===== config.mk =====
export PLATFORM = sky130hd
export DESIGN_NAME = msv_sideband
export DESIGN_NICKNAME = d
export VERILOG_FILES = /design/src/verilog/msv_sideband.v
export VERILOG_INCLUDE_DIRS = /design/src /design/src/verilog
export SDC_FILE = /design/constraint.sdc
export NUM_CORES = 1
export LEC_CHECK = 0
export ABC_AREA = 1
export BUFFER_PORTS_ARGS = -buffer_cell sky130_fd_sc_hd__buf_2
export CAP_MARGIN = 0
export CORE_ASPECT_RATIO = 1.1
export CORE_UTILIZATION = 40
export DETAILED_ROUTE_END_ITERATION = 8
export GPL_TIMING_DRIVEN = 0
export SYNTH_ARGS = -nofsm -noshare
export SYNTH_HDL_FRONTEND = slang
export SYNTH_SLANG_ARGS = --single-unit
export TNS_END_PERCENT = 30

===== constraint.sdc =====
create_clock -name i_mclk -period 3.7 [get_ports i_mclk]
set_input_delay 0 -clock i_mclk [delete_from_list [all_inputs] [get_ports i_mclk]]
set_output_delay 0 -clock i_mclk [all_outputs]
set_load 0.05 [all_outputs]

===== src/verilog/msv_consts.vh =====
// Purpose: constants for the ethernet mac sideband vector block
// Assumes: apb byte addresses, 32-bit data
// Notes:   definitions only
`ifndef MSV_CONSTS_VH
`define MSV_CONSTS_VH

// register byte addresses
`define MSV_ADDR_W          8
`define MSV_OFF_RXCFG       8'h00
`define MSV_OFF_STATUS      8'h04
`define MSV_OFF_TXSTAT      8'h08
`define MSV_OFF_TXFRAMES    8'h0c
`define MSV_OFF_TXBAD       8'h10
`define MSV_OFF_RXFRAMES    8'h14

// receive configuration fields
`define MSV_CFG_W           4
`define MSV_CFG_RST         4'h0
`define MSV_CFG_RXRST       0
`define MSV_CFG_RXEN        1
`define MSV_CFG_VLAN        2
`define MSV_CFG_FCS         3

// status fields
`define MSV_ST_W            3
`define MSV_ST_LOCAL        0
`define MSV_ST_REMOTE       1
`define MSV_ST_LINKINT      2

// transmit statistics fields
`define MSV_TX_OK           0
`define MSV_TX_BCAST        1
`define MSV_TX_MCAST        2
`define MSV_TX_UNDERRUN     3
`define MSV_TX_CTRL         4
`define MSV_TX_LEN_LO       5
`define MSV_TX_LEN_HI       19
`define MSV_TX_VLAN         20
`define MSV_TX_BV_LO        21
`define MSV_TX_BV_HI        24
`define MSV_TX_PAUSE        25
`define MSV_TX_PFC          26
`define MSV_TX_W_BASE       26
`define MSV_RX_W_BASE       30
`define MSV_RX_VLAN_BIT     22

// lengths and limits
`define MSV_LEN_W           15
`define MSV_LEN_MAX         15'h7fff
`define MSV_MAXLEN_VLAN     16'h05f2
`define MSV_MAXLEN_PLAIN    16'h05ee
`define MSV_BV_W            4
`define MSV_BV_MAX          4'h8
`define MSV_CNT_W           32

`endif


===== src/verilog/msv_sideband.v =====
// Purpose: receive configuration, fault status and statistics vectors
// Assumes: one clock for rx, tx and apb; inputs from same-clock mac logic
// Notes:   apb answers with no wait states; unmapped addresses give pslverr
//          writes to read-only registers are dropped without an error
//          event counters stick at all ones rather than wrapping
//          tx byte counts above 8 are clamped, not flagged
//          bytes seen between frames are counted into the next frame
//          the rx vlan drop keys off bit 22 of the receive vector
//          the receive path reset also follows the system reset
//
// Function
// - config bit 3 set passes fcs to client, clear strips; check always
// - config bit 2 allows vlan frames, max 1522; clear excludes, max 1518
// - receiver runs only while config bit 1 is set
// - config bit 0 high holds the receive path in reset
// - status bit 2 is read-only link interruption flag
// - status bit 1 is read-only remote fault flag
// - status bit 0 is read-only local fault flag, receive clock based
// - transmit statistics is 26 bits, 27 with priority flow control
// - receive statistics is 30 bits, 31 with pfc; own valid strobe
// - tx statistics driven after each frame; fields valid only on strobe
// - bits 24:21 give bytes sent last cycle, 0 to 8, every cycle
// - bit 26 flags a self-generated priority pause frame
// - bit 25 flags a pause frame sent for the client's pause request
// - bit 20 flags a vlan tagged frame with tx vlan enabled
// - bits 19:5 give frame length incl. pad and fcs, saturating 32767
// - bit 4 flags mac control type 88-08
// - bit 3 flags frame cut short by client underrun
// - bit 2 flags group addressed destination
// - bit 1 flags broadcast destination
// - bit 0 flags frame sent without error
//
// Our own choices: the register offsets and the APB interface to the registers.
`timescale 1ns/1ps
`include "msv_consts.vh"

module msv_sideband #(
	parameter PFC_EN  = 0,
	parameter TX_W    = `MSV_TX_W_BASE + PFC_EN,
	parameter RX_W    = `MSV_RX_W_BASE + PFC_EN
) (
	// clock and reset
	input  wire                    i_mclk,
	input  wire                    i_sys_rst,
	// apb slave
	input  wire                    i_psel,
	input  wire                    i_penable,
	input  wire                    i_pwrite,
	input  wire [`MSV_ADDR_W-1:0]  i_paddr,
	input  wire [31:0]             i_pwdata,
	input  wire [3:0]              i_pstrb,
	output wire                    o_pready,
	output wire                    o_pslverr,
	output reg  [31:0]             o_prdata,
	// receive control towards the receiver
	output wire                    o_rx_fcs_pass,
	output wire                    o_rx_vlan_en,
	output wire [15:0]             o_rx_max_len,
	output wire                    o_rx_enable,
	output wire                    o_rx_path_rst,
	// reconciliation sublayer fault state
	input  wire                    i_rs_local_fault,
	input  wire                    i_rs_remote_fault,
	input  wire                    i_rs_link_int,
	output wire [`MSV_ST_W-1:0]    o_status_vector,
	// transmit frame events from the transmitter
	input  wire [`MSV_BV_W-1:0]    i_tx_bytes,
	input  wire                    i_tx_frame_end,
	input  wire                    i_tx_pause,
	input  wire                    i_tx_pfc,
	input  wire                    i_tx_vlan,
	input  wire                    i_tx_ctrl,
	input  wire                    i_tx_underrun,
	input  wire                    i_tx_mcast,
	input  wire                    i_tx_bcast,
	input  wire                    i_tx_error,
	// transmit statistics
	output wire [TX_W-1:0]         o_tx_stat_vector,
	output reg                     o_tx_stat_valid,
	// receive statistics from the receiver, and out to the client
	input  wire [RX_W-1:0]         i_rx_stat_vector,
	input  wire                    i_rx_stat_valid,
	output reg  [RX_W-1:0]         o_rx_stat_vector,
	output reg                     o_rx_stat_valid
);

	function [`MSV_LEN_W-1:0] len_add;
		input [`MSV_LEN_W-1:0] acc;
		input [`MSV_BV_W-1:0]  add;
		reg   [`MSV_LEN_W:0]   sum;
		begin
			sum = {1'b0, acc} + {{(`MSV_LEN_W-`MSV_BV_W+1){1'b0}}, add};
			if (sum[`MSV_LEN_W])
				len_add = `MSV_LEN_MAX;
			else
				len_add = sum[`MSV_LEN_W-1:0];
		end
	endfunction

	function [`MSV_CNT_W-1:0] cnt_inc;
		input [`MSV_CNT_W-1:0] c;
		begin
			if (&c)
				cnt_inc = c;
			else
				cnt_inc = c + 32'h0000_0001;
		end
	endfunction

	// apb phases
	wire setup_ph = i_psel & ~i_penable;
	wire access_ph = i_psel & i_penable;
	wire wr_acc = access_ph & i_pwrite;

	reg  addr_ok;
	always @* begin
		case (i_paddr)
			`MSV_OFF_RXCFG,
			`MSV_OFF_STATUS,
			`MSV_OFF_TXSTAT,
			`MSV_OFF_TXFRAMES,
			`MSV_OFF_TXBAD,
			`MSV_OFF_RXFRAMES: addr_ok = 1'b1;
			default:           addr_ok = 1'b0;
		endcase
	end

	// zero wait states keeps the bus side trivial to time
	assign o_pready  = access_ph;
	assign o_pslverr = access_ph & ~addr_ok;

	// receive configuration register
	reg  [`MSV_CFG_W-1:0] cfg_reg;
	reg  [`MSV_CFG_W-1:0] cfg_next;
	always @* begin
		cfg_next = cfg_reg;
		if (wr_acc && i_paddr == `MSV_OFF_RXCFG && i_pstrb[0])
			cfg_next = i_pwdata[`MSV_CFG_W-1:0];
	end

	always @(posedge i_mclk) begin
		if (i_sys_rst)
			cfg_reg <= `MSV_CFG_RST;
		else
			cfg_reg <= cfg_next;
	end

	// receive control outputs; fcs is checked regardless of pass/strip
	assign o_rx_fcs_pass = cfg_reg[`MSV_CFG_FCS];
	assign o_rx_vlan_en  = cfg_reg[`MSV_CFG_VLAN];
	assign o_rx_max_len  = cfg_reg[`MSV_CFG_VLAN] ?
		`MSV_MAXLEN_VLAN : `MSV_MAXLEN_PLAIN;
	assign o_rx_path_rst = i_sys_rst | cfg_reg[`MSV_CFG_RXRST];
	assign o_rx_enable   = cfg_reg[`MSV_CFG_RXEN] & ~o_rx_path_rst;

	// fault status, registered once so all bits move on one edge
	reg  [`MSV_ST_W-1:0] status_reg;
	reg  [`MSV_ST_W-1:0] status_next;
	always @* begin
		status_next = status_reg;
		status_next[`MSV_ST_LINKINT] = i_rs_link_int;
		status_next[`MSV_ST_REMOTE]  = i_rs_remote_fault;
		status_next[`MSV_ST_LOCAL]   = i_rs_local_fault;
	end

	always @(posedge i_mclk) begin
		if (i_sys_rst)
			status_reg <= 3'h0;
		else
			status_reg <= status_next;
	end
	assign o_status_vector = status_reg;

	// transmit statistics: every flop has its own next value so the
	// capture condition sits in one place
	reg  [`MSV_BV_W-1:0]  bv_reg;
	reg  [`MSV_BV_W-1:0]  bv_next;

	reg  [`MSV_LEN_W-1:0] acc_reg;
	reg  [`MSV_LEN_W-1:0] acc_next;

	reg  [`MSV_LEN_W-1:0] len_reg;
	reg  [`MSV_LEN_W-1:0] len_next;

	reg                   valid_next;

	// per-frame flags
	reg                   ok_reg;
	reg                   ok_next;

	reg                   bcast_reg;
	reg                   bcast_next;

	reg                   mcast_reg;
	reg                   mcast_next;

	reg                   urun_reg;
	reg                   urun_next;

	reg                   ctrl_reg;
	reg                   ctrl_next;

	reg                   vlan_reg;
	reg                   vlan_next;

	reg                   pause_reg;
	reg                   pause_next;

	reg                   pfc_reg;
	reg                   pfc_next;

	// saturating event counters
	reg  [`MSV_CNT_W-1:0] txf_reg;
	reg  [`MSV_CNT_W-1:0] txf_next;

	reg  [`MSV_CNT_W-1:0] txbad_reg;
	reg  [`MSV_CNT_W-1:0] txbad_next;

	reg  [`MSV_CNT_W-1:0] rxf_reg;
	reg  [`MSV_CNT_W-1:0] rxf_next;

	// counts above 8 are protocol errors upstream; clamp rather than wrap
	wire [`MSV_BV_W-1:0] bytes_now = (i_tx_bytes > `MSV_BV_MAX) ?
		`MSV_BV_MAX : i_tx_bytes;
	wire [`MSV_LEN_W-1:0] len_now = len_add(acc_reg, bytes_now);
	wire tx_ok_now = ~i_tx_error & ~i_tx_underrun;

	// byte count, accumulator and strobe run every cycle; the rest moves only on frame end
	always @* begin
		// defaults hold every field except the byte count, accumulator and strobe
		bv_next    = bytes_now;
		valid_next = i_tx_frame_end;
		acc_next   = len_now;
		len_next   = len_reg;
		ok_next    = ok_reg;
		bcast_next = bcast_reg;
		mcast_next = mcast_reg;
		urun_next  = urun_reg;
		ctrl_next  = ctrl_reg;
		vlan_next  = vlan_reg;
		pause_next = pause_reg;
		pfc_next   = pfc_reg;
		txf_next   = txf_reg;
		txbad_next = txbad_reg;

		if (i_tx_frame_end) begin
			// bytes arriving between frames fold into the next frame
			acc_next   = {`MSV_LEN_W{1'b0}};
			len_next   = len_now;
			ok_next    = tx_ok_now;
			bcast_next = i_tx_bcast;
			mcast_next = i_tx_mcast;
			urun_next  = i_tx_underrun;
			ctrl_next  = i_tx_ctrl;
			vlan_next  = i_tx_vlan;
			pause_next = i_tx_pause;
			pfc_next   = i_tx_pfc & (PFC_EN != 0);
			txf_next   = cnt_inc(txf_reg);
			if (!tx_ok_now)
				txbad_next = cnt_inc(txbad_reg);
		end
	end

	// length path and strobe
	always @(posedge i_mclk) begin
		if (i_sys_rst) begin
			bv_reg          <= 4'h0;
			acc_reg         <= 15'h0000;
			len_reg         <= 15'h0000;
			o_tx_stat_valid <= 1'b0;
		end else begin
			bv_reg          <= bv_next;
			acc_reg         <= acc_next;
			len_reg         <= len_next;
			o_tx_stat_valid <= valid_next;
		end
	end

	// flags only change on the strobe edge, so they hold between frames
	always @(posedge i_mclk) begin
		if (i_sys_rst) begin
			ok_reg    <= 1'b0;
			bcast_reg <= 1'b0;
			mcast_reg <= 1'b0;
			urun_reg  <= 1'b0;
			ctrl_reg  <= 1'b0;
			vlan_reg  <= 1'b0;
			pause_reg <= 1'b0;
			pfc_reg   <= 1'b0;
		end else begin
			ok_reg    <= ok_next;
			bcast_reg <= bcast_next;
			mcast_reg <= mcast_next;
			urun_reg  <= urun_next;
			ctrl_reg  <= ctrl_next;
			vlan_reg  <= vlan_next;
			pause_reg <= pause_next;
			pfc_reg   <= pfc_next;
		end
	end

	// frame counters
	always @(posedge i_mclk) begin
		if (i_sys_rst) begin
			txf_reg   <= 32'h0000_0000;
			txbad_reg <= 32'h0000_0000;
		end else begin
			txf_reg   <= txf_next;
			txbad_reg <= txbad_next;
		end
	end

	// assemble vector; pfc bit only exists when built in
	wire [26:0] tx_full = {pfc_reg, pause_reg, bv_reg, vlan_reg, len_reg,
		ctrl_reg, urun_reg, mcast_reg, bcast_reg, ok_reg};
	assign o_tx_stat_vector = tx_full[TX_W-1:0];

	// receive statistics pass-through, gated by receiver state; a tagged
	// frame is dropped unless vlan reception is on
	reg  [RX_W-1:0] rxv_next;
	reg             rxval_next;
	wire rx_vlan_drop = i_rx_stat_vector[`MSV_RX_VLAN_BIT] &
		~cfg_reg[`MSV_CFG_VLAN];
	wire rx_take = i_rx_stat_valid & o_rx_enable & ~rx_vlan_drop;

	always @* begin
		rxv_next   = i_rx_stat_vector;
		rxval_next = rx_take;
		rxf_next   = rxf_reg;
		if (rx_take)
			rxf_next = cnt_inc(rxf_reg);
	end

	always @(posedge i_mclk) begin
		if (i_sys_rst) begin
			o_rx_stat_vector <= {RX_W{1'b0}};
			o_rx_stat_valid  <= 1'b0;
			rxf_reg          <= 32'h0000_0000;
		end else begin
			o_rx_stat_vector <= rxv_next;
			o_rx_stat_valid  <= rxval_next;
			rxf_reg          <= rxf_next;
		end
	end

	// apb read data, captured in setup so it stands through access
	reg  [31:0] rd_mux;
	always @* begin
		rd_mux = 32'h0000_0000;
		case (i_paddr)
			`MSV_OFF_RXCFG:    rd_mux[`MSV_CFG_W-1:0] = cfg_reg;
			`MSV_OFF_STATUS:   rd_mux[`MSV_ST_W-1:0] = status_reg;
			`MSV_OFF_TXSTAT:   rd_mux[26:0] = tx_full;
			`MSV_OFF_TXFRAMES: rd_mux = txf_reg;
			`MSV_OFF_TXBAD:    rd_mux = txbad_reg;
			`MSV_OFF_RXFRAMES: rd_mux = rxf_reg;
			default:           rd_mux = 32'h0000_0000;
		endcase
	end

	// hold the last read word between transfers
	reg  [31:0] prdata_next;
	always @* begin
		prdata_next = o_prdata;
		if (setup_ph && !i_pwrite)
			prdata_next = rd_mux;
	end

	always @(posedge i_mclk) begin
		if (i_sys_rst)
			o_prdata <= 32'h0000_0000;
		else
			o_prdata <= prdata_next;
	end

endmodule


-- Word-level counts from Yosys, hierarchy flattened
Cells that the tools add are included.
- bits of input ports: 96
- bits in registers: 208
- logic and storage cells: 71
- equality and inequality tests: 5
- reductions and logical operators: 13
- order comparisons: 1
- bitwise operators: 21
- $add $sub $neg: 4
- multiplexer cells: 8
- operators by type and width (cell ; number):
    $add 32x1->32 const B ; 3
    $reduce_and 32->1 ; 3
    $pmux 23 s4 ; 1
    $pmux 3 s6 ; 1
    $add 15x4->16 ; 1
    $eq 8x4->1 const B ; 2
    $eq 8x5->1 const B ; 2
    $mux 15 ; 1
    $pmux 5 s3 ; 1
    $not 1->1 ; 11
    $and 1x1->1 ; 9
    $eq 8x3->1 const B ; 1
    $logic_not 8->1 ; 1
    $reduce_or 6->1 ; 1
    $mux 5 ; 1
    $pmux 1 s5 ; 1
    $gt 4x4->1 const B ; 1
    $mux 4 ; 1
    $reduce_and 2->1 ; 2
    $logic_and 1x1->1 ; 3
    $reduce_and 3->1 ; 1
    $reduce_or 2->1 ; 1
    $logic_not 1->1 ; 1
    $mux 1 ; 1
    $or 1x1->1 ; 1

-- Longest topological paths before layout
Gate-level depths: netlist of run 1.
- depth in word-level cells: 6
- mapped depth: 13
- gate-level depth less buffers: 13

-- Least setup slack after synthesis of run 1
No wires, ideal clock.
- kind: input-to-output
- from: input i_paddr[0]
- to: output o_pslverr
- buffers on the path: 1
- slack: 1539 ps
- data arrival time: 2161 ps
- stages on the path: 7
- cells stage by stage: inv_1 -> nand2_1 -> nor2_2 -> nand2_1 -> clkbuf_1 -> nand4_1 -> nor4_1
- longest elaborated chain between the ends: 5
- ends and longest elaborated chain (what ; line ; text):
    start, declared ; msv_sideband.v:49 ; input wire [`MSV_ADDR_W-1:0] i_paddr,
    $eq 8x5->1, or another cell as far along ; msv_sideband.v:117 ; case (i_paddr)
    $reduce_or 6->1 * ; msv_sideband.v:117 ;
    $mux 1 * ; msv_sideband.v:117 ;
    $not 1->1 * ; msv_sideband.v:130 ; assign o_pslverr = access_ph & ~addr_ok;
    $and 1x1->1 * ; msv_sideband.v:130 ;
    end, declared ; msv_sideband.v:53 ; output wire o_pslverr,
Every way passes the cells marked *; elsewhere a longest branch is shown, timed or not.

-- Final worst setup path of run 1
- from: register rxf_reg[1]
- to: register rxf_reg[1]
- longest elaborated chain between the ends: 3
- ends and longest elaborated chain (what ; line ; text):
    start, declared ; msv_sideband.v:219 ; reg [`MSV_CNT_W-1:0] rxf_reg;
    start signal, assigned ; msv_sideband.v:342 ; rxf_reg <= rxf_next;
    branches (longest 3 deep; another with $add 32x1->32) ; n/a ;
Parallel ways; which one is timed is not known.
A chain may end at the register's enable or synchronous reset.

==> results of run 1 <==
## metal layers
layer  wire (um)  track usage (%)  up-vias  part of all wire (%)
li1            -                -     6067                     -
met1       17470            36.49     5695                    43
met2       18390            45.32      452                    46
met3        2569            3.604       99                   6.4
met4        1869            13.52        2                   4.6
met5           9                0        -                 0.022
## cell families after synthesis
family	count (synthesis)	share of synthesized area (%)
and+or+nand+nor	1062	39.52
other	2	0.06644
buffers and inverters	227	9.010
xor gates and xnor gates	49	3.797
adders and majority gates	8	0.9519
AOI/OAI and AO/OA	202	9.818
DFF	208	36.84
## metrics by stage
step,instance area [um2],setup WS (ns),total power [mW]
after floorplan,11340,1.539,2.658
after global placement,12620,1.520,2.804
after detailed placement,12620,1.460,2.809
after CTS,14050,1.462,5.419
after global routing,14050,1.271,5.555
final,14060,1.466,5.382
## final cells by class
cell class | instances | share of cell area, %
diodes | 1 | 0.01780
multi-input cells | 1334 | 43.84
inverters | 137 | 3.658
repair buffers | 223 | 10.04
clock buffers | 34 | 4.976
plain buffers | 90 | 3.587
clock inverters | 8 | 1.032
flip-flops and latches | 208 | 29.62
well taps | 363 | 3.231
## worst max-delay path by stage
| stage | startpoint | end | slack (ns) | cells after the start |
|---|---|---|---|---|
| 6_report | rxf_reg[1]$_SDFFE_PP0P_ | rxf_reg[1]$_SDFFE_PP0P_ | 1.47 | 11 |
| 2_1_floorplan | i_paddr[0] | o_pslverr | 1.54 | 7 |
| 3_3_place_gp | rxf_reg[1]$_SDFFE_PP0P_ | rxf_reg[19]$_SDFFE_PP0P_ | 1.52 | 11 |
| 5_1_grt | txf_reg[0]$_SDFFE_PP0P_ | txf_reg[27]$_SDFFE_PP0P_ | 1.27 | 11 |
| 3_5_place_dp | i_sys_rst | o_rx_stat_vector[25]$_SDFF_PP0_ | 1.46 | 5 |
| 4_1_cts | txbad_reg[0]$_SDFFE_PP0P_ | txbad_reg[30]$_SDFFE_PP0P_ | 1.46 | 11 |
## power by group through the flow
| stage | sequential (mW) | clock [mW] | combinational (mW) |
|---|---|---|---|
| 3_5_place_dp | 2.35 | 0 | 0.459 |
| 3_3_place_gp | 2.35 | 0 | 0.455 |
| 2_1_floorplan | 2.44 | 0 | 0.220 |
| 5_1_grt | 2.30 | 2.71 | 0.541 |
| 4_1_cts | 2.30 | 2.61 | 0.504 |
| 6_report | 2.30 | 2.58 | 0.505 |
## layout by cell type, fill, tap and decap left out, types with 25 or more instances in the layout
| cell | Yosys | routed |
|---|---|---|
| sky130_fd_sc_hd__nand2_1 | 578 | 578 |
| sky130_fd_sc_hd__nor2_1 | 247 | 247 |
| sky130_fd_sc_hd__dfxtp_1 | 208 | 208 |
| sky130_fd_sc_hd__buf_2 | 12 | 176 |
| sky130_fd_sc_hd__nand3_1 | 146 | 146 |
| sky130_fd_sc_hd__inv_1 | 133 | 133 |
| sky130_fd_sc_hd__a21oi_1 | 106 | 106 |
| sky130_fd_sc_hd__o21ai_0 | 63 | 63 |
| sky130_fd_sc_hd__dlygate4sd3_1 | 0 | 59 |
| sky130_fd_sc_hd__clkbuf_1 | 45 | 50 |
| sky130_fd_sc_hd__xor2_1 | 35 | 35 |
| sky130_fd_sc_hd__buf_4 | 28 | 28 |
| sky130_fd_sc_hd__nand3b_1 | 28 | 28 |
| sky130_fd_sc_hd__clkbuf_16 | 0 | 25 |
## tightest hold or removal path: stages
cell and delay, ns:
sky130_fd_sc_hd__buf_2 0.10, sky130_fd_sc_hd__inv_2 0.05, sky130_fd_sc_hd__nand2_1 0.05, sky130_fd_sc_hd__nor3_1 0.07
sky130_fd_sc_hd__a21oi_1 0.16, sky130_fd_sc_hd__a21oi_1 0.08
## repair_timing
action                    CTS  global route
setup buffers               0             0
hold buffers               59             0
hold endpoints to repair   56             0
==> out/results.txt, run 1 <==
The portion of synthesized cell area occupied by the leading cell type was 36.84%. The count of buffering cells on the critical path with inverters included was 2; the count of final setup violators was 0. No sink is reached through more buffers than the 3 on the longest clock path.

The detail-routed net length per standard cell works out to 16.81 um. Most frequently used flop master after synthesis: sky130_fd_sc_hd__dfxtp_1. The count of buffers added on input and output ports is 164.

Measured along the x axis, the die boundary spans 162.3 um. The run gives 211 as the number of ports placed on the die boundary. In this design, the critical path's most frequently occurring cell is sky130_fd_sc_hd__nand2_1. For the worst flop-to-flop path, the logic depth is 11. Across the routed clock network, the largest skew measured is 0.02689 ns. The number of DRC violations after detailed routing came out at 0. At the worst endpoint, the required time is 4.08 ns. Total iterations of the first detailed-routing run: 5. The number of failing hold endpoints at the final stage was 0; the area growth from synthesis to layout was 24.36%. The power dissipated by switching net loads was 1.364 mW; the via count was 12320. After clock tree synthesis, the clock-pin slew on the worst setup and hold paths is 0.06 ns. The end point of the most critical hold path is o_prdata[0]$_SDFFE_PP0P_.

The via density per instance is 5.136, and the later-pin clock latency in the skew report is 0.54 ns. After synthesis, the cell types taking the most area are sky130_fd_sc_hd__dfxtp_1 37%, sky130_fd_sc_hd__nand2_1 19%, sky130_fd_sc_hd__nor2_1 8.2%. The number of max-cap violations came out at 0. The power per cell area was 382.9 mW/mm2; the number of flops mapped to enable cells by yosys was 0.

On the critical path, the stage with the largest delay is an instance of sky130_fd_sc_hd__dfxtp_1. For the worst-case register-to-register setup slack, the log shows 1.47 ns. In the synthesized netlist the async set-or-reset flop fraction comes to 0%. For the number of instances in the placed design, the log shows 2296. Counting flops and latches in the post-synthesis netlist gives 208. The run gives 27.92% as the total track usage. The full die area came out at 0.02894 mm2.

The wire-length estimate of the detail-placed layout is 31.13 mm. In this run the worst hold path is classified as in -> reg. The tools report the master cell of the clock root buffer as sky130_fd_sc_hd__clkbuf_16. The number of clock buffers added by TritonCTS is 25. The run gives 48.72% as the worst-case headroom to the max-slew limit. At the end of routability-driven placement, the weighted congestion stood at 0.9447. The run gives 0.01130 mm2 as the post-synthesis instance area. The first global-routing pass estimated 61.87 mm of wire. TritonCTS built the clock tree. In the final timing run, aggregate negative setup slack is 0 ns. Part of the total power dissipated in sequential elements: 42.8%. The number of DRC markers after the initial detailed-route iteration came out at 835.

IR analysis of the VDD net gives a maximum drop of 0.3689 mV. The startpoint identified for the worst register-to-register timing path is rxf_reg[1]$_SDFFE_PP0P_. Across all hold checks on the routed design, the worst slack comes to 0.02252 ns. In this run the worst path has a maximum fanout of 10. Once detail routing completed, the nets flagged for antenna violations numbered 0.

The clock period could shrink to 2.234 ns. For the core occupancy in the finished layout, the log shows 50.59%. The commonest cells after synthesis are 578 x sky130_fd_sc_hd__nand2_1, 247 x sky130_fd_sc_hd__nor2_1, 208 x sky130_fd_sc_hd__dfxtp_1, 146 x sky130_fd_sc_hd__nand3_1, 133 x sky130_fd_sc_hd__inv_1. Combinational logic is responsible for 9.4% of the overall power.

Traced cell by cell, the critical path runs through ha_1, nand2_1, nor2_1, nand2_1, nor2_1, nand2_1, nand2_2, inv_2, buf_2, nand2_1, a21oi_1. Summed over all layers, the global routing overflow is 0. Portion of the clock cycle consumed by the worst path in the final layout: 60.38%. Setup repair after global routing left no endpoint under its margin.

The slew of the pin with the lowest slew margin was 0.7692 ns. The maximum number of pins on one net before global-route repair was 13; the level count of the clock H-tree was 1. For the number of standard cells in the layout, taps in and fillers out, the log shows 2398. The run finished with clean final reports.

The share of cells above drive strength 1 is 14.70%, and the depth of the worst hold-timing path is 6. Starting density of the core: 40.68%. Sequential elements use 36.84% of the synthesized area. The logs give 2838 for the total of fill cells in the finished design and 11280 for the number of global-route vias before repair. The initial antenna violation count is 2, and the row count is 64.

The core region is 0.02779 mm2. The net count of the finished layout is 2123. For the endpoint arrival time on the critical path, the log shows 2.62 ns.

The category of the critical setup timing path was reg -> reg. Most frequently used cell type in the post-synthesis netlist: sky130_fd_sc_hd__nand2_1. For this block, the routed nets add up to 40.31 mm of wire. The worst setup path is launched from a register.

The family with the most delay on the worst path is simple AND/OR/NAND/NOR gates. The number of distinct library cell variants in the gate-level netlist after synthesis came out at 38. The tools report the capturing point of the worst reg2reg path as rxf_reg[1]$_SDFFE_PP0P_. The tools report the number of gates resized after CTS as 0. The sequential cell area is 0.004164 mm2. The number of sinks handled by clock tree synthesis was 208. The fraction of power spent switching nets was 25.35%. During synthesis, Yosys emitted a total of 0 warnings. Summing all multi-input logic gate instances after layout gives 0.006162 mm2.

The startpoint identified for the worst hold timing path is i_paddr[2]. The critical path's largest stage delay is 0.39 ns. The synthesized area per cell is 6.430 um2. For this run, the top clock speed supported by timing is 447.6 MHz.

STA classifies the critical path endpoint as a register. The die outline height was 178.3 um; the post-synthesis instance total was 1758. The number of pins with negative max-slew slack in the final report was 0; the leakage power was 5.852 nW. For the fraction of power consumed by the clock network, the log shows 47.8%. The biggest area contributor in the post-synthesis netlist is sky130_fd_sc_hd__dfxtp_1. The internal power contribution came out at 4.018 mW.
No activity file was read; power rests on OpenSTA's default activity.
==> inputs of run 2 (changes only) <==
ABC_AREA = 0   (was 1)
clock period = 1.95 ns   (was 3.7 ns; I/O delays follow)
==> run 2 against run 1 <==
- the run now ends with setup timing left
- via count decreased by 20%
- highest routed layer is now met4
- global-route usage is 0.51 points higher
- total power is 84% higher
- routed wire length shrank 13%
- critical endpoint is now rxf_reg[28]$_SDFFE_PP0P_
- critical path depth decreased by 4
- sequential share of layout area is 2.5 points higher
- register-to-register slack got worse by 1.7 ns
- core utilization rose by 5.9 points
- hold slack lost 0.010 ns
- sequential power rose by 90%
==> out/results.txt, run 2 <==
The library cell used most frequently in the layout, excluding fill and tap cells, is sky130_fd_sc_hd__buf_2. The combinational family with the most area after synthesis was simple AND/OR/NAND/NOR gates. Relative to the synthesized area, the layout overhead comes to 38.81%. Weighted congestion at the end of routability-driven global placement: 0.9260 (-2.0%).

The initial antenna violation count is 1 (-1). The number of flops mapped to enable cells by yosys is 0 (unchanged), and the share of cells above drive strength 1 is 32.76% (+18 points). For the core footprint, the log shows 0.02355 mm2 (-15%). Number of pins with negative max-slew slack in the final report: 0 (unchanged). For the number of failing hold endpoints at the final stage, the log shows 0 (unchanged). The xor/xnor share of the synthesized area works out to 2.195% (-1.6 points). The via count was 9869 (-20%). The synthesized-area fraction occupied by ao, oa, aoi and oai cells is 18.66% (+8.8 points). The total track usage is 28.43% (+0.51 points), and the portion of the clock cycle consumed by the worst path in the final layout is 113.0% (+53 points). The slew of the pin with the lowest slew margin is 1.089 ns (+0.3197 ns).

TritonCTS built the clock tree. The number of max-cap violations was 0 (unchanged); the count of port buffers added during placement was 163 (-0.61%). The full die area is 0.02456 mm2 (-15%), and the final clock skew is 0.02388 ns (-0.003018 ns). Adder and majority cell fraction of the synthesized area: 1.124% (+0.17 points).

The worst-case headroom to the max-slew limit came out at 27.14% (-22 points). The master cell of the clock root buffer was sky130_fd_sc_hd__clkbuf_16. The checks that failed: setup timing. The number of synthesized register bits came out at 208 (unchanged).

The wire length after detailed routing was 35.19 mm (-13%); the count of buffering cells on the critical path with inverters included was 2 (unchanged). Maximum frequency from static timing analysis: 453.8 MHz (+1.4%). By area the synthesized netlist is led by sky130_fd_sc_hd__dfxtp_1 43%, sky130_fd_sc_hd__nor2_1 3.5%, sky130_fd_sc_hd__a21oi_1 3.4%.

The row count is 59 (-7.8%). The tools report the post-synthesis instance area as 0.009575 mm2 (-15%). The number of buffers between clock root and the deepest sink was 3 (unchanged); the starting density of the core was 40.66% (about the same). The tools report the setup slack of the critical path after layout as -0.2537 ns (-1.720 ns). The number of sinks handled by clock tree synthesis was 208 (unchanged); the critical path's largest stage delay was 0.56 ns (+0.17 ns). The logs give 5.079 nW (-13%) for the leakage power and 0.53 ns (about the same) for the later-pin clock latency in the skew report. The largest vdd supply drop was 0.5247 mV (+42%).

The tools report the level count of the clock H-tree as 1 (unchanged). Leaving out fill and tap cells, the most frequent cells in the layout are 163 x sky130_fd_sc_hd__buf_2, 162 x sky130_fd_sc_hd__dfxtp_1, 87 x sky130_fd_sc_hd__nor2_1. Most frequently used cell type in the post-synthesis netlist: sky130_fd_sc_hd__dfxtp_1. The HPWL after detailed placement was 24.71 mm (-21%). The run gives 2.65 ns (+0.03 ns) as the endpoint arrival time on the critical path. The global-route wire length before repair was 52.92 mm (-14%). Number of DRC violations after detailed routing: 0 (unchanged). The critical path goes through nand4_4, or4_4, buf_8, or2_0, buf_4, or4_4, a21oi_2. The total congestion overflow after global routing is 0 (unchanged), and the number of nets in the layout is 1486 (-30%). The power per cell area is 743.1 mW/mm2 (+94%).

The portion of synthesized cell area occupied by the leading cell type is 43.49% (+6.6 points), and the async set-reset flop share out of synthesis is 0% (unchanged). The die outline height was 164.3 um (-7.9%). The tools report the count of final setup violators as 35 (+35). The min-delay analysis places its worst path in the category in -> reg.

Via density per instance: 5.792 (+13%). The tools report the startpoint class of the critical path as a register. The run gives 14 (+1) as the maximum number of pins on one net before global-route repair. The slowest stage of the critical path is the sky130_fd_sc_hd__or4_4 cell. The area share of and/or/nand/nor cells after synthesis came out at 25.04% (-14 points). The run gives 822 (-1.6%) as the number of DRC markers after the initial detailed-route iteration. The time the final worst path needs with I/O delays and setup works out to 2.204 ns (-0.03030 ns).

The number of buffers created by CTS is 23 (-8.0%). The synthesized area per cell is 8.745 um2 (+36%), and the share of the yosys chip area belonging to registers is 43.49% (+6.6 points). The worst setup path is of the reg -> reg kind.

Family with the most delay on the worst path: simple AND/OR/NAND/NOR gates. The category of the worst setup path capture point was a register. The cell type with the highest occurrence count on the critical path is sky130_fd_sc_hd__or4_4. The number of distinct library cell variants in the gate-level netlist after synthesis is 67 (+76%), and the horizontal extent of the die is 149.5 um (-7.9%). The total iterations of the first detailed-routing run is 5 (unchanged), and the largest fanout of any net on the critical path is 7 (-3). The number of global-route vias before repair came out at 9327 (-17%). Setup repair after global routing could not meet its margin everywhere. The tools report the number of antenna-violating nets in the routed design as 0 (unchanged). The post-synthesis instance total came out at 1095 (-38%). In the synthesized netlist the dominant register cell turns out to be sky130_fd_sc_hd__dfxtp_1. The commonest cells after synthesis are 208 x sky130_fd_sc_hd__dfxtp_1, 89 x sky130_fd_sc_hd__nor2_1, 75 x sky130_fd_sc_hd__nand2_1, 66 x sky130_fd_sc_hd__a21oi_1, 59 x sky130_fd_sc_hd__clkbuf_1. The flow ran to the end, but the final reports show violations.

The logs give -0.7679 ns (-2.228 ns) for the pre-CTS setup slack and -3.799 ns (-3.799 ns) for the summed negative setup slack over all endpoints. The post-CTS clock slew at the launch and capture registers of the worst setup and hold paths is 0.06 ns (about the same). The run gives 2159 (-24%) as the total of fill cells in the finished design.

The biggest area contributor in the post-synthesis netlist is sky130_fd_sc_hd__dfxtp_1. The run gives 211 (unchanged) as the number of ports placed on the die boundary. The tools report the worst endpoint required time as 2.39 ns (-1.69 ns). The share of synthesized area spent on multiplexers works out to 3.881% (+3.9 points). The detail-routed net length per standard cell is 20.65 um (+23%), and the count of yosys warnings during synthesis is 0 (unchanged).
-- run 2: final timing paths --
kind / start / end / slack, ns / depth (start not counted)
worst max-delay path: rxf_reg[9]$_SDFFE_PP0P_ / rxf_reg[28]$_SDFFE_PP0P_ / -0.25 / 7
worst min-delay path: i_pwrite / cfg_reg[2]$_SDFFE_PP0P_ / 0.01 / 5
worst min register to register: o_prdata[26]$_SDFFE_PP0P_ / o_prdata[26]$_SDFFE_PP0P_ / 0.45 / 2
worst max register to register: rxf_reg[9]$_SDFFE_PP0P_ / rxf_reg[28]$_SDFFE_PP0P_ / -0.25 / 7
-- run 2: layout make-up --
cell class              instances  area (um2)  area share [%]
diodes                          1       2.502         0.01883
plain buffers                  83       515.5           3.878
clock buffers                  33       693.2           5.215
clock inverters                 8       96.34          0.7248
inverters                      26       97.59          0.7343
multi-input cells             783        5569           41.90
flip-flops and latches        208        4267           32.10
well taps                     305       381.6           2.871
repair buffers                257        1669           12.56
-- run 2: cells by family after synthesis --
kind of cell | count (synthesis)
mux | 35
compound gates | 264
flops | 208
buf+inv | 115
other cells | 2
xor+xnor | 24
fa+ha+maj | 8
simple gates | 439
-- run 2: worst min-delay path, stage by stage --
cell                      delay (ns)
sky130_fd_sc_hd__buf_2          0.10
sky130_fd_sc_hd__nand3_1        0.11
sky130_fd_sc_hd__nor3b_4        0.09
sky130_fd_sc_hd__mux2i_1        0.12
sky130_fd_sc_hd__nor2_1         0.07
-- run 2: through the flow --
stage	util (%)	instances	power [mW]	instance area, um2	hold WS [ns]
floorplan	-	1106	5.029	9734	0.06696
global placement	46.42	1574	5.300	10930	0.2067
detailed placement	46.42	1574	5.306	10930	0.2133
CTS	54.80	1700	9.925	12900	0.003185
global route	56.43	1703	10.16	13290	0.04193
finish	56.44	1704	9.877	13290	0.01227
-- run 2: timing repair --
| item | 4_1_cts | 5_1_grt |
|---|---|---|
| pin swaps | 29 | 32 |
| setup buffers | 37 | 4 |
| setup endpoints to repair | 130 | 146 |
| hold endpoints to repair | 50 | 0 |
| hold buffers | 52 | 0 |
| gates cloned | 1 | 0 |
| gates resized for setup | 110 | 105 |
-- run 2: report_power, final --
group / switching [mW] / internal (mW) / leakage (nW) / total (mW)
Combinational: 0.648 / 0.312 / 2.97 / 0.960
Clock: 1.81 / 2.73 / 0.392 / 4.54
Sequential: 0.0663 / 4.31 / 1.72 / 4.38
-- run 2: layer usage --
layer / track usage [%] / wire (um)
met4: 14.47 / 1581
met1: 36.49 / 14480
met2: 45.08 / 16010
met5: 0 / 0
met3: 5.667 / 3107
==> inputs of run 3 (changes only) <==
PLACE_DENSITY_LB_ADDON = 0.3   (was unset)
==> run 3 against run 2 <==
- the run still ends with setup timing left
- non-clock buffer count down 4
- clock power rose by 4%
- sequential cell count unchanged
- routed wire length down 2.0%
- global-route usage is 0.96 points lower
- clock skew decreased by 0.010 ns
==> out/results.txt, run 3 (same netlist as run 2, synthesis figures left out) <==
The post-CTS clock slew at the launch and capture registers of the worst setup and hold paths is 0.06 ns (about the same). For the level count of the clock H-tree, the log shows 1 (unchanged). Horizontal extent of the die: 149.5 um (unchanged).

The time the final worst path needs with I/O delays and setup came out at 2.161 ns (-0.04243 ns). In this run the critical register-to-register path is captured at rxf_reg[28]$_SDFFE_PP0P_. The count of buffering cells on the critical path with inverters included came out at 2 (unchanged). The number of DRC markers after the initial detailed-route iteration was 839 (+2.1%); the share of cells above drive strength 1 was 33.05% (+0.29 points). The path class of the tightest hold or removal check is in -> reg. Most frequent standard cell in the layout excluding fill and tap cells: sky130_fd_sc_hd__buf_2. The tools report the total track usage as 27.48% (-0.96 points).

The maximum frequency from static timing analysis is 462.7 MHz (+2.0%), and the count of port buffers added during placement is 163 (unchanged). The HPWL after detailed placement is 24.09 mm (-2.5%), and the final clock skew is 0.01384 ns (-0.01004 ns). Slew of the pin with the lowest slew margin: 0.9323 ns (-0.1567 ns). The core footprint is 0.02355 mm2 (unchanged), and the number of cells traversed by the worst register-to-register path is 7 (unchanged). Wire length after detailed routing: 34.49 mm (-2.0%). The row count was 59 (unchanged). The pre-CTS setup slack was -0.7895 ns (-0.02159 ns); the largest vdd supply drop was 0.4845 mV (-7.7%). The area growth from synthesis to layout is 39.47%.

The master cell of the clock root buffer was sky130_fd_sc_hd__clkbuf_16. The number of sinks handled by clock tree synthesis is 208 (unchanged), and the power per cell area is 753.4 mW/mm2 (+1.4%). The run gives 0 (-1) as the count of antenna diodes in the layout. The run gives 40.66% (unchanged) as the starting density of the core. The run gives 0 (-1) as the initial antenna violation count. The logs give 0.53 ns (about the same) for the later-pin clock latency in the skew report and 0.9421 (+1.7%) for the weighted congestion at the end of routability-driven global placement. For the count of final setup violators, the log shows 27 (-23%).

The run gives 0 (unchanged) as the number of pins with negative max-slew slack in the final report. The number of antenna-violating nets in the routed design was 0 (unchanged). The total iterations of the first detailed-routing run is 5 (unchanged), and the number of max-cap violations is 0 (unchanged). The die outline height is 164.3 um (unchanged). The critical path's largest stage delay works out to 0.55 ns (about the same).

The worst-case register-to-register setup slack is -0.21 ns (+0.04 ns). Setup repair after global routing could not meet its margin everywhere. The top cell types in the final layout, fill and taps aside, are 164 x sky130_fd_sc_hd__buf_2, 163 x sky130_fd_sc_hd__dfxtp_1, 86 x sky130_fd_sc_hd__nor2_1. TritonCTS built the clock tree.

The total of fill cells in the finished design was 2112 (-2.2%). The critical path is of the reg -> reg type. The via count is 9929 (+0.61%).

The tools report the capturing element of the worst setup path as rxf_reg[28]$_SDFFE_PP0P_. The instance count on the critical path came out at 7 (unchanged). In this design, the largest share of critical-path delay is due to simple AND/OR/NAND/NOR gates. The tools report the full die area as 0.02456 mm2 (unchanged).

Cell type with the highest occurrence count on the critical path: sky130_fd_sc_hd__or4_4. The number of ports placed on the die boundary was 211 (unchanged). The tools report the start point of the worst min-delay path as i_pwrite. The run finished, with violations left. The run gives 1483 (-0.20%) as the number of nets in the layout.

In this run the worst setup path begins at rxf_reg[16]$_SDFFE_PP0P_. The worst-case headroom to the max-slew limit was 37.85% (+11 points); the final total power was 10.06 mW (+1.9%). The via density per instance is 5.841 (+0.84%), and the portion of the clock cycle consumed by the worst path in the final layout is 110.8% (-2.2 points).

The tools report the number of global-route vias before repair as 9232 (-1.0%). The tools report the global-route wire length before repair as 52.05 mm (-1.6%). The tools report the instance area at placement as 0.01093 mm2 (unchanged). The logs give -0.2112 ns (+0.04243 ns) for the setup slack of the critical path after layout and 0.01336 mm2 (+0.48%) for the post-layout instance area. The detail-routed net length per standard cell came out at 20.29 um (-1.7%). The largest fanout of any net on the critical path works out to 6 (-1). The slowest stage of the critical path is the sky130_fd_sc_hd__or4_4 cell. The tools report the number of failing hold endpoints at the final stage as 0 (unchanged). For the worst endpoint required time, the log shows 2.40 ns (about the same). The launch instance of the worst register-to-register path is rxf_reg[16]$_SDFFE_PP0P_. The run gives 0 (unchanged) as the number of DRC violations after detailed routing.

The final reports fail on setup timing. For the leakage power, the log shows 5.148 nW (+1.4%). The endpoint arrival time on the critical path came out at 2.61 ns (-0.04 ns). Startpoint class of the critical path: a register. Total congestion overflow after global routing: 0 (unchanged). Number of buffers between clock root and the deepest sink: 3 (unchanged).

Traced cell by cell, the critical path runs through nand4_4, or4_4, buf_8, or2_0, buf_4, or4_4, a21oi_2. The run gives 24 (+4.3%) as the number of buffers created by CTS. For the maximum number of pins on one net before global-route repair, the log shows 13 (-1). The tools report the category of the worst setup path capture point as a register.
[run 3: how the worst min path moves through the flow]
| stage | to | depth (start not counted) |
|---|---|---|
| final | cfg_reg[0]$_SDFFE_PP0P_ | 5 |
| after floorplan | o_rx_enable | 1 |
| after detailed placement | o_rx_stat_vector[17]$_SDFF_PP0_ | 2 |
| after CTS | cfg_reg[0]$_SDFFE_PP0P_ | 5 |
| after global placement | o_rx_stat_vector[16]$_SDFF_PP0_ | 2 |
| after global routing | cfg_reg[1]$_SDFFE_PP0P_ | 5 |
[run 3: power by group]
| group | internal, mW | switching, mW |
|---|---|---|
| sequential | 4.31 | 0.0611 |
| combinational | 0.315 | 0.645 |
| clock | 2.88 | 1.85 |
| total | 7.51 | 2.56 |
[run 3: timing repair]
action                                  CTS  global route
hold buffers                             52             0
pin swaps                                23            32
setup buffers                            31             6
endpoints found under the setup margin  137           151
gates resized for setup                 110           120
hold endpoints to repair                 50             0
cloned                                    1             0
[run 3: final cells by class]
cell class                      count  area, um2  share of cell area, %
Buffer                             83      509.2                  3.813
Clock buffer                       33      694.4                  5.200
Clock inverter                      9      133.9                  1.002
Inverter                           26      97.59                 0.7307
Multi-Input combinational cell    783       5617                  42.06
Sequential cell                   208       4263                  31.92
Tap cell                          305      381.6                  2.857
Timing Repair Buffer              253       1659                  12.42
[run 3: routing by layer]
metal,global-route usage [%],share of wire (%)
met5,0,0
met4,13.78,4.3
met3,4.806,8.4
met2,43.03,46
met1,36.18,42
[run 3: worst min-delay path: cells and delay by family]
kind | cells | cell delay, ns
multiplexers | 1 | 0.12
buffers and inverters | 1 | 0.10
AND/OR/NAND/NOR | 3 | 0.29
[run 3: per-stage QoR]
| stage | instances | utilization, % | TNS (ns) | hold slack, ns |
|---|---|---|---|---|
| after global placement | 1574 | 46.42 | -60.97 | 0.2064 |
| after global routing | 1700 | 56.71 | -4.873 | 0.06068 |
| final | 1700 | 56.71 | -2.643 | 0.03013 |
| after floorplan | 1106 | - | -3.162 | 0.06696 |
| after CTS | 1695 | 54.90 | -3.908 | 0.01198 |
| after detailed placement | 1574 | 46.42 | -65.70 | 0.2122 |
